`config.mk`:
```
export PLATFORM = sky130hd
export DESIGN_NAME = sqc_queue_ctrl
export DESIGN_NICKNAME = d
export VERILOG_FILES = /design/src/design/sqc_pkg.sv /design/src/design/sqc_cmd_ram.sv /design/src/design/sqc_queue_ctrl.sv
export SDC_FILE = /design/constraint.sdc
export NUM_CORES = 1
export LEC_CHECK = 0
export ABC_CLOCK_PERIOD_IN_PS = 2500
export BUFFER_PORTS_ARGS = -buffer_cell sky130_fd_sc_hd__buf_2
export CAP_MARGIN = 20
export CORE_MARGIN = 2
export CORE_UTILIZATION = 57
export DETAILED_ROUTE_END_ITERATION = 8
export GPL_TIMING_DRIVEN = 1
export PLACE_DENSITY = 0.79
export SLEW_MARGIN = 10
export SYNTH_ARGS = -nofsm -noshare
export SYNTH_HDL_FRONTEND = slang
export SYNTH_SLANG_ARGS = --single-unit
```
`constraint.sdc`:
```
create_clock -name clk -period 2.5 [get_ports clk]
set_clock_uncertainty 0.1 [all_clocks]
set_input_delay 0.375 -clock clk [delete_from_list [all_inputs] [get_ports clk]]
set_output_delay 0.375 -clock clk [all_outputs]
set_load 0.005 [all_outputs]
```
`src/design/sqc_pkg.sv`:
```
package sqc_pkg;

    // avalon slave geometry
    localparam int ADDR_W = 5;
    localparam int DATA_W = 32;
    localparam int BE_W = 4;
    localparam int REG_W = 16;
    localparam int BE_HI = 1;
    localparam int BE_LO = 0;

    // register byte offsets
    localparam logic [ADDR_W-1:0] OFS_WRAP = 5'h00;
    localparam logic [ADDR_W-1:0] OFS_IRQ = 5'h04;
    localparam logic [ADDR_W-1:0] OFS_START = 5'h08;
    localparam logic [ADDR_W-1:0] OFS_RAM_ADDR = 5'h0c;
    localparam logic [ADDR_W-1:0] OFS_RAM_DATA = 5'h10;

    // queue geometry
    localparam int PTR_W = 4;
    localparam int ENTRIES = 16;
    localparam int CS_W = 4;
    localparam int CMD_W = 8;
    localparam int WORD_BITS = 8;
    localparam int BITCNT_W = 4;

    // field positions
    localparam int TE_BIT = 15;
    localparam int RAM_DATA_LSB = 8;
    localparam int RAM_ADDR_LSB = 0;

    // reset values and write masks
    localparam logic [REG_W-1:0] WRAP_RST = 16'h0000;
    localparam logic [REG_W-1:0] IRQ_RST = 16'h0000;
    localparam logic [REG_W-1:0] IRQ_EN_MASK = 16'hdd00;
    localparam logic [REG_W-1:0] IRQ_FLAG_MASK = 16'h000d;
    localparam logic [PTR_W-1:0] PTR_RST = 4'h0;
    localparam logic [PTR_W-1:0] PTR_ZERO = 4'h0;
    localparam logic [PTR_W-1:0] PTR_ONE = 4'h1;
    localparam logic [BITCNT_W-1:0] CNT_ZERO = 4'h0;
    localparam logic [BITCNT_W-1:0] CNT_ONE = 4'h1;
    localparam logic [CMD_W-1:0] CMD_RST = 8'h00;

    // avalon response codes
    localparam logic [1:0] RESP_OKAY = 2'h0;
    localparam logic [1:0] RESP_SLVERR = 2'h2;

    typedef struct packed {
        logic halt;
        logic wrap_enable;
        logic wrap_target_select;
        logic cs_idle_level;
        logic [PTR_W-1:0] end_queue_ptr;
        logic [PTR_W-1:0] completed_ptr;
        logic [PTR_W-1:0] start_queue_ptr;
    } sqc_wrap_t;

    typedef struct packed {
        logic collision_error_en;
        logic abort_error_en;
        logic rsvd13;
        logic abort_lockout;
        logic collision_irq_en;
        logic abort_irq_en;
        logic rsvd9;
        logic finished_irq_en;
        logic [3:0] rsvd7_4;
        logic collision_flag;
        logic abort_flag;
        logic rsvd1;
        logic finished_flag;
    } sqc_irq_t;

    typedef struct packed {
        logic continuous_select;
        logic [2:0] options;
        logic [CS_W-1:0] chip_sel;
    } sqc_cmd_t;

    typedef enum logic [1:0] {
        ST_IDLE = 2'b00,
        ST_FETCH = 2'b01,
        ST_SHIFT = 2'b10,
        ST_NEXT = 2'b11
    } sqc_state_t;

endpackage

```
`src/design/sqc_cmd_ram.sv`:
```
`timescale 1ns/100ps
module sqc_cmd_ram #(
    parameter int WIDTH = 8,
    parameter int DEPTH = 16,
    parameter int AW = 4
) (
    input wire logic clk,
    input wire logic rst_n,
    input wire logic wr_en,
    input wire logic [AW-1:0] wr_addr,
    input wire logic [WIDTH-1:0] wr_data,
    input wire logic [AW-1:0] rd_addr,
    output logic [WIDTH-1:0] rd_data
);
    logic [WIDTH-1:0] mem [DEPTH];
    logic [WIDTH-1:0] rd_data_ff;

    // contents are undefined until software loads them
    always_ff @(posedge clk)
    begin
        if (wr_en)
        begin
            mem[wr_addr] <= wr_data;
        end
    end

    always_ff @(posedge clk)
    begin
        if (!rst_n)
        begin
            rd_data_ff <= '0;
        end
        else
        begin
            rd_data_ff <= mem[rd_addr];
        end
    end

    assign rd_data = rd_data_ff;
endmodule

```
`src/design/sqc_queue_ctrl.sv`:
```
`timescale 1ns/100ps
module sqc_queue_ctrl
    import sqc_pkg::*;
#(
    parameter int WORD_LEN = sqc_pkg::WORD_BITS
) (
    input wire logic clk,
    input wire logic rst_n,
    input wire logic [sqc_pkg::ADDR_W-1:0] avs_address,
    input wire logic avs_read,
    input wire logic avs_write,
    input wire logic [sqc_pkg::DATA_W-1:0] avs_writedata,
    input wire logic [sqc_pkg::BE_W-1:0] avs_byteenable,
    output logic [sqc_pkg::DATA_W-1:0] avs_readdata,
    output logic avs_waitrequest,
    output logic [1:0] avs_response,
    input wire logic sclk_in,
    output logic [sqc_pkg::CS_W-1:0] cs_out,
    output logic word_done,
    output logic irq
);
    import sqc_pkg::*;

    localparam logic [BITCNT_W-1:0] LAST_BIT = BITCNT_W'(WORD_LEN - 1);

    function automatic logic [REG_W-1:0] be_merge(
        input logic [REG_W-1:0] old,
        input logic [DATA_W-1:0] wd,
        input logic [BE_W-1:0] be
    );
        logic [REG_W-1:0] res;
        res = old;
        if (be[BE_HI])
        begin
            res[REG_W-1:RAM_DATA_LSB] = wd[REG_W-1:RAM_DATA_LSB];
        end
        if (be[BE_LO])
        begin
            res[RAM_DATA_LSB-1:0] = wd[RAM_DATA_LSB-1:0];
        end
        return res;
    endfunction

    function automatic logic [CS_W-1:0] idle_word(input logic level);
        return {CS_W{level}};
    endfunction

    // register state
    sqc_wrap_t wrap_ff;
    sqc_irq_t irq_reg_ff;
    logic te_ff;
    logic [PTR_W-1:0] ram_addr_ff;
    logic [PTR_W-1:0] cpl_ff;

    // bus handshake state
    logic ack_ff;
    logic [DATA_W-1:0] readdata_ff;
    logic [1:0] resp_ff;
    logic coll_ff;
    logic wblock_ff;
    logic te_clr_ok_ff;
    logic abort_set_ff;

    // engine state
    sqc_state_t state_ff;
    sqc_state_t nxt_state;
    logic [PTR_W-1:0] cur_ptr_ff;
    logic [PTR_W-1:0] nxt_ptr;
    logic [BITCNT_W-1:0] cnt_ff;
    logic [BITCNT_W-1:0] nxt_cnt;
    logic [PTR_W-1:0] nxt_cpl;
    logic [CS_W-1:0] cs_ff;
    logic [CS_W-1:0] nxt_cs;
    logic word_done_ff;
    logic nxt_word_done;
    logic fin_set;
    logic dev_clr;
    logic irq_ff;

    // serial clock synchroniser
    logic sclk_s1_ff;
    logic sclk_s2_ff;
    logic sclk_s3_ff;

    logic [CMD_W-1:0] ram_rd_data;
    sqc_cmd_t cmd;

    // address decode and handshake
    wire req = avs_read | avs_write;
    wire first = req & ~ack_ff;
    wire wr_go = avs_write & ack_ff;
    wire sel_wrap = avs_address == OFS_WRAP;
    wire sel_irq = avs_address == OFS_IRQ;
    wire sel_start = avs_address == OFS_START;
    wire sel_radr = avs_address == OFS_RAM_ADDR;
    wire sel_rdat = avs_address == OFS_RAM_DATA;
    wire busy = state_ff != ST_IDLE;
    wire sclk_rise = sclk_s2_ff & ~sclk_s3_ff;

    // one wait state: decisions are taken in the first cycle and committed at the accept edge,
    // so a write never sees a different engine state than the answer it got
    wire coll_hit = avs_write & sel_rdat & busy & (ram_addr_ff == cur_ptr_ff);
    wire coll_err = coll_hit & irq_reg_ff.collision_error_en;
    wire te_clr_try = avs_write & sel_start & avs_byteenable[BE_HI] & ~avs_writedata[TE_BIT] & busy;
    wire abort_err = te_clr_try & irq_reg_ff.abort_error_en;
    wire te_clr_ok = ~te_clr_try | (~irq_reg_ff.abort_lockout & ~irq_reg_ff.abort_error_en);
    wire access_err = coll_err | abort_err;

    wire [REG_W-1:0] wrap_rd = {wrap_ff.halt, wrap_ff.wrap_enable, wrap_ff.wrap_target_select,
        wrap_ff.cs_idle_level, wrap_ff.end_queue_ptr, cpl_ff, wrap_ff.start_queue_ptr};
    wire [REG_W-1:0] irq_rd = irq_reg_ff & (IRQ_EN_MASK | IRQ_FLAG_MASK);
    wire [REG_W-1:0] start_rd = REG_W'({te_ff}) << TE_BIT;
    wire [REG_W-1:0] radr_rd = REG_W'(ram_addr_ff) << RAM_ADDR_LSB;
    wire [REG_W-1:0] rd_mux = sel_wrap ? wrap_rd :
                              sel_irq ? irq_rd :
                              sel_start ? start_rd :
                              sel_radr ? radr_rd : '0;

    // register write side
    wire [REG_W-1:0] wrap_wr = be_merge(wrap_ff, avs_writedata, avs_byteenable);
    wire [REG_W-1:0] irq_en_wr = be_merge(irq_reg_ff, avs_writedata, avs_byteenable) & IRQ_EN_MASK;
    wire [REG_W-1:0] w1c = be_merge('0, avs_writedata, avs_byteenable) & IRQ_FLAG_MASK;
    wire [REG_W-1:0] flag_clr = (wr_go & sel_irq) ? w1c : '0;
    wire [REG_W-1:0] flag_set = {12'h000, wr_go & coll_ff, wr_go & abort_set_ff, 1'b0, fin_set};
    wire [REG_W-1:0] flags_nxt = ((irq_reg_ff & IRQ_FLAG_MASK & ~flag_clr) | flag_set);
    wire ram_wr = wr_go & sel_rdat & avs_byteenable[BE_HI] & ~wblock_ff;
    wire te_wr = wr_go & sel_start & avs_byteenable[BE_HI];
    wire irq_nxt = (irq_reg_ff.collision_flag & irq_reg_ff.collision_irq_en) |
                   (irq_reg_ff.abort_flag & irq_reg_ff.abort_irq_en) |
                   (irq_reg_ff.finished_flag & irq_reg_ff.finished_irq_en);

    // queue decisions
    wire last_entry = cur_ptr_ff == wrap_ff.end_queue_ptr;
    wire [PTR_W-1:0] wrap_ptr = wrap_ff.wrap_target_select ? wrap_ff.start_queue_ptr : PTR_ZERO;
    wire stop_now = wrap_ff.halt | (last_entry & ~wrap_ff.wrap_enable);
    wire [CS_W-1:0] cs_idle = idle_word(wrap_ff.cs_idle_level);

    assign cmd = sqc_cmd_t'(ram_rd_data);

    sqc_cmd_ram #(
        .WIDTH(CMD_W),
        .DEPTH(ENTRIES),
        .AW(PTR_W)
    ) u_cmd_ram (
        .clk(clk),
        .rst_n(rst_n),
        .wr_en(ram_wr),
        .wr_addr(ram_addr_ff),
        .wr_data(avs_writedata[RAM_DATA_LSB+CMD_W-1:RAM_DATA_LSB]),
        .rd_addr(cur_ptr_ff),
        .rd_data(ram_rd_data)
    );

    always_comb
    begin
        nxt_state = state_ff;
        nxt_ptr = cur_ptr_ff;
        nxt_cnt = cnt_ff;
        nxt_cpl = cpl_ff;
        nxt_cs = cs_ff;
        nxt_word_done = 1'b0;
        fin_set = 1'b0;
        dev_clr = 1'b0;
        case (state_ff)
            ST_IDLE:
            begin
                nxt_cs = cs_idle;
                if (te_ff)
                begin
                    nxt_ptr = wrap_ff.start_queue_ptr;
                    nxt_state = ST_FETCH;
                end
            end
            ST_FETCH:
            begin
                nxt_cnt = CNT_ZERO;
                nxt_state = ST_SHIFT;
            end
            ST_SHIFT:
            begin
                nxt_cs = cmd.chip_sel;
                if (sclk_rise)
                begin
                    if (cnt_ff == LAST_BIT)
                    begin
                        nxt_word_done = 1'b1;
                        nxt_state = ST_NEXT;
                    end
                    else
                    begin
                        nxt_cnt = cnt_ff + CNT_ONE;
                    end
                end
            end
            ST_NEXT:
            begin
                nxt_cpl = cur_ptr_ff;
                if (!cmd.continuous_select)
                begin
                    nxt_cs = cs_idle;
                end
                if (stop_now)
                begin
                    fin_set = 1'b1;
                    dev_clr = 1'b1;
                    nxt_cs = cs_idle;
                    nxt_state = ST_IDLE;
                end
                else if (last_entry)
                begin
                    fin_set = 1'b1;
                    nxt_ptr = wrap_ptr;
                    nxt_state = ST_FETCH;
                end
                else
                begin
                    nxt_ptr = cur_ptr_ff + PTR_ONE;
                    nxt_state = ST_FETCH;
                end
            end
            default:
            begin
                nxt_state = ST_IDLE;
            end
        endcase
        // software cleared transfer enable: drop the queue at once
        if (!te_ff && busy)
        begin
            nxt_state = ST_IDLE;
            nxt_cs = cs_idle;
            fin_set = 1'b0;
            dev_clr = 1'b0;
        end
    end

    always_ff @(posedge clk)
    begin
        if (!rst_n)
        begin
            sclk_s1_ff <= 1'b0;
            sclk_s2_ff <= 1'b0;
            sclk_s3_ff <= 1'b0;
        end
        else
        begin
            sclk_s1_ff <= sclk_in;
            sclk_s2_ff <= sclk_s1_ff;
            sclk_s3_ff <= sclk_s2_ff;
        end
    end

    always_ff @(posedge clk)
    begin
        if (!rst_n)
        begin
            ack_ff <= 1'b0;
            readdata_ff <= '0;
            resp_ff <= RESP_OKAY;
            coll_ff <= 1'b0;
            wblock_ff <= 1'b0;
            te_clr_ok_ff <= 1'b0;
            abort_set_ff <= 1'b0;
        end
        else
        begin
            ack_ff <= first;
            if (first)
            begin
                readdata_ff <= avs_read ? DATA_W'(rd_mux) : '0;
                resp_ff <= access_err ? RESP_SLVERR : RESP_OKAY;
                coll_ff <= coll_hit;
                wblock_ff <= coll_err;
                te_clr_ok_ff <= te_clr_ok;
                abort_set_ff <= te_clr_try & te_clr_ok;
            end
        end
    end

    always_ff @(posedge clk)
    begin
        if (!rst_n)
        begin
            wrap_ff <= sqc_wrap_t'(WRAP_RST);
            irq_reg_ff <= sqc_irq_t'(IRQ_RST);
            te_ff <= 1'b0;
            ram_addr_ff <= PTR_RST;
            irq_ff <= 1'b0;
        end
        else
        begin
            if (wr_go && sel_wrap)
            begin
                wrap_ff <= sqc_wrap_t'(wrap_wr);
            end
            irq_reg_ff <= sqc_irq_t'(((wr_go && sel_irq) ? irq_en_wr : (irq_reg_ff & IRQ_EN_MASK)) | flags_nxt);
            if (te_wr && avs_writedata[TE_BIT])
            begin
                te_ff <= 1'b1;
            end
            else if (te_wr && te_clr_ok_ff)
            begin
                te_ff <= 1'b0;
            end
            else if (dev_clr)
            begin
                te_ff <= 1'b0;
            end
            if (wr_go && sel_radr && avs_byteenable[BE_LO])
            begin
                ram_addr_ff <= avs_writedata[RAM_ADDR_LSB+PTR_W-1:RAM_ADDR_LSB];
            end
            else if (ram_wr)
            begin
                ram_addr_ff <= ram_addr_ff + PTR_ONE;
            end
            irq_ff <= irq_nxt;
        end
    end

    always_ff @(posedge clk)
    begin
        if (!rst_n)
        begin
            state_ff <= ST_IDLE;
            cur_ptr_ff <= PTR_RST;
            cnt_ff <= CNT_ZERO;
            cpl_ff <= PTR_RST;
            cs_ff <= idle_word(WRAP_RST[REG_W-4]);
            word_done_ff <= 1'b0;
        end
        else
        begin
            state_ff <= nxt_state;
            cur_ptr_ff <= nxt_ptr;
            cnt_ff <= nxt_cnt;
            cpl_ff <= nxt_cpl;
            cs_ff <= nxt_cs;
            word_done_ff <= nxt_word_done;
        end
    end

    assign avs_waitrequest = first;
    assign avs_readdata = readdata_ff;
    assign avs_response = resp_ff;
    assign cs_out = cs_ff;
    assign word_done = word_done_ff;
    assign irq = irq_ff;
endmodule

```
==> run metrics <==
startpoint types register; DRC 0; most frequent cells after synthesis edfxtp_1, dfxtp_1, nor2_1; first-pass GRT wire length 23.4 mm; Crit path largest cell delay around 0.46 ns; async set-reset flop share out of synthesis 0; area taken by multi-input logic gates between 2000 and 2500 um^2; fmax approximately 450 MHz; switching portion of total power 0.213; FF/Latch Area a little under 4000 um^2; HP Start sclk_in; via count around 4600; WL met1 between 5 and 6 mm; Critical Path AT about 1.8 ns; reg-to-reg slack, setup 0.33 ns; Flop pwr share 0.506; layout cells sized above 1 0.192; Yosys reg bits approximately 160; Power Total between 0.005 and 0.006 W; GR Overflow Total 0; Initial DRC Count approximately 620; Final Max Slew Viols 0; num ports slightly below 90; met3 wire len 1.21 mm; Final Hold Fails 0; Pleak around 2.7 nW; worst-path cell with the longest stage delay or2_2; clock slew at reported path FFs approximately 0.060 ns; Final #Nets between 600 and 700; Netlist cell types 57; CTS tree built; Buffers on Ports 47; HPWL after DPL just over 10 mm; Least-Margin Pin Slew between 0.6 and 0.7 ns; ant diodes 0; cts repair resizes 0; Synth Flop Type edfxtp_1; Final min period 2.23 ns; CTS Sinks 156; status complete, no violations; FILL cells 835; Placed Instances approximately 730; Setup TNS 0 ns; Post-synth EDFFs 80; Critical Path RT between 2 and 2.5 ns; CTS root buf clkbuf_16; sequential-to-total area share from yosys stat 0.590; Synth area leader edfxtp_1; mapped cell area between 6000 and 7000 um^2; pre-CTS setup slack 0.199 ns; Initial Utilization 0.583; final setup violation count 0; most common cell in the netlist edfxtp_1; Int Power ~0.0042 W; post-route insts no fill 757; die area between 10000 and 15000 um^2; TritonRoute pass-1 iters 6; capturing point of the worst reg2reg path cur_ptr_ff[3]; post-DR vias/cell 6.07; syn_area_per_cell about 12 um^2; Switch Pwr 0.00114 W; Final Cell Area about 7600 um^2; die height 112 um; worst-path fanout max 23; Synth Instances roughly 540; CP top delay family simple AND/OR/NAND/NOR gates; final WL 14.9 mm; origin of the critical flop-to-flop path cur_ptr_ff[0]; DP Area about 7000 um^2; routability congestion estimate 0.942; P&R area growth vs syn 13.9%; WHS Path Cells 2; vias in the first global route ~4500; Yosys top cell area share 0.361; Max-Cap Viols 0; Num CTS Buffers 17; Power per Cell Area between 700 and 800 nW/um^2; final setup margin approximately 0.27 ns; VDD IR max 0.662 mV; RSZ-0062 raised after global routing false; top cells by area, synth edfxtp_1, dfxtp_1, mux4_1; # rows 39; wire per inst between 15 and 20 um; H-tree level count 4; CTS Hold Bufs 0; CTS Buffer Depth 2; headroom to the max-slew limit 0.572; Synth Warn # 0; Antenna Nets Post-Route 0; R2R cell count 7; Final period util 0.893; met2 WL 7.44 mm; CP Buf/Inv Count 2; CP Class reg -> out; Hold Path Class in -> reg; clock power share 0.468; Worst Hold Path EP sclk_s1_ff; crit-path cells or2_2 -> inv_1 -> buf_2; Gate power share 0.026; Die Wd ~110 um; Core Box Area 11400 um^2; crit path capture type output pin; top layer in use met4; initial antenna violation count 0; pin count of the biggest net entering global routing 41; gr usage total 0.246; Setup Buffers After CTS 0; worst-skew pair later-pin latency 0.42 ns
-- through the flow --
stage | hold WS, ns | utilization
floorplan | 0.312 | -
global placement | 0.325 | 0.614
detailed placement | 0.349 | 0.614
CTS | 0.0610 | 0.664
global route | 0.0730 | 0.664
finish | 0.0682 | 0.664
-- logic make-up (layout without fill, tap and decap cells) --
| group | after synthesis | after routing | synth area share |
|---|---|---|---|
| DFF | 156 | 156 | 0.590 |
| other | 1 | 17 | 0.000563 |
| adders and majority gates | 10 | 10 | 0.0188 |
| xor gates and xnor gates | 13 | 13 | 0.0171 |
| muxes | 30 | 30 | 0.0991 |
| buffers and inverters | 58 | 114 | 0.0530 |
| and+or+nand+nor | 181 | 181 | 0.130 |
| AOI/OAI and AO/OA | 93 | 93 | 0.0919 |
-- sequential cells by signal, summed over array words and instances, names as in the netlist, 2 cells and up --
register           count
cnt_ff                 4
avs_readdata          16
state_ff               2
irq_rd                 9
cur_ptr_ff             4
wrap_ff               11
ram_addr_ff            4
u_cmd_ram.rd_data      5
cpl_ff                 4
cs_out                 4
u_cmd_ram.mem         80
-- how the worst max path moves through the flow --
stage	start	end	slack (ns)	cells past startpoint
after floorplan	avs_write	u_cmd_ram.mem[3][0]	0.46	6
after global placement	avs_address[3]	u_cmd_ram.mem[11][1]	0.32	5
after detailed placement	avs_address[3]	u_cmd_ram.mem[15][2]	0.20	5
after CTS	ack_ff	avs_waitrequest	0.29	3
after global routing	cur_ptr_ff[0]	cur_ptr_ff[3]	0.16	7
final	ack_ff	avs_waitrequest	0.27	3
-- cell type report --
cell class | count | share of cell area
Sequential cell | 156 | 0.518
Inverter | 12 | 0.00594
Tap cell | 143 | 0.0236
Clock inverter | 15 | 0.0192
Clock buffer | 17 | 0.0561
Timing Repair Buffer | 70 | 0.0555
Multi-Input combinational cell | 344 | 0.322
-- worst register-to-register path: cells and delay by family, from the launching register on --
family | cells | cell delay [ns]
DFF | 1 | 0.33
AOI/OAI and AO/OA | 3 | 0.79
xor gates and xnor gates | 1 | 0.12
buffers and inverters | 2 | 0.50
and+or+nand+nor | 1 | 0.20
-- layout by cell type, fill, tap and decap left out, drive strengths merged, types with 2 or more instances in the layout --
cell | synthesis | layout
a21oi | 36 | 36
a221oi | 3 | 3
a222oi | 9 | 9
a22o | 2 | 2
a22oi | 8 | 8
a2bb2oi | 3 | 3
a31oi | 2 | 2
a32oi | 5 | 5
and2 | 9 | 9
and3 | 6 | 6
and4b | 2 | 2
buf | 31 | 70
bufinv | 0 | 2
clkbuf | 15 | 17
clkinv | 0 | 8
conb | 1 | 17
dfxtp | 76 | 76
edfxtp | 80 | 80
ha | 10 | 10
inv | 12 | 16
mux2i | 4 | 4
mux4 | 25 | 25
nand2 | 45 | 45
nand2b | 8 | 8
nand3 | 31 | 31
nand4 | 4 | 4
nor2 | 52 | 52
nor2b | 2 | 2
nor3 | 12 | 12
nor3b | 2 | 2
o21a | 3 | 3
o21ai | 15 | 15
or2 | 2 | 2
or3 | 2 | 2
xnor2 | 7 | 7
xor2 | 6 | 6
-- power groups by stage --
stage / Combinational (W) / Clock, W / Sequential (W)
2_1_floorplan: 0.0000873 / 0 / 0.00275
3_3_place_gp: 0.000132 / 0 / 0.00276
3_5_place_dp: 0.000138 / 0 / 0.00276
4_1_cts: 0.000139 / 0.00252 / 0.00270
5_1_grt: 0.000155 / 0.00263 / 0.00270
6_report: 0.000141 / 0.00250 / 0.00270
-- routing by layer --
layer | vias to the layer above | global-route usage
met4 | 0 | 0.0935
met3 | 22 | 0.0518
met5 | - | 0
met2 | 248 | 0.400
li1 | 2109 | -
met1 | 2218 | 0.330
Note: power is estimated with default switching activity, not from simulation.
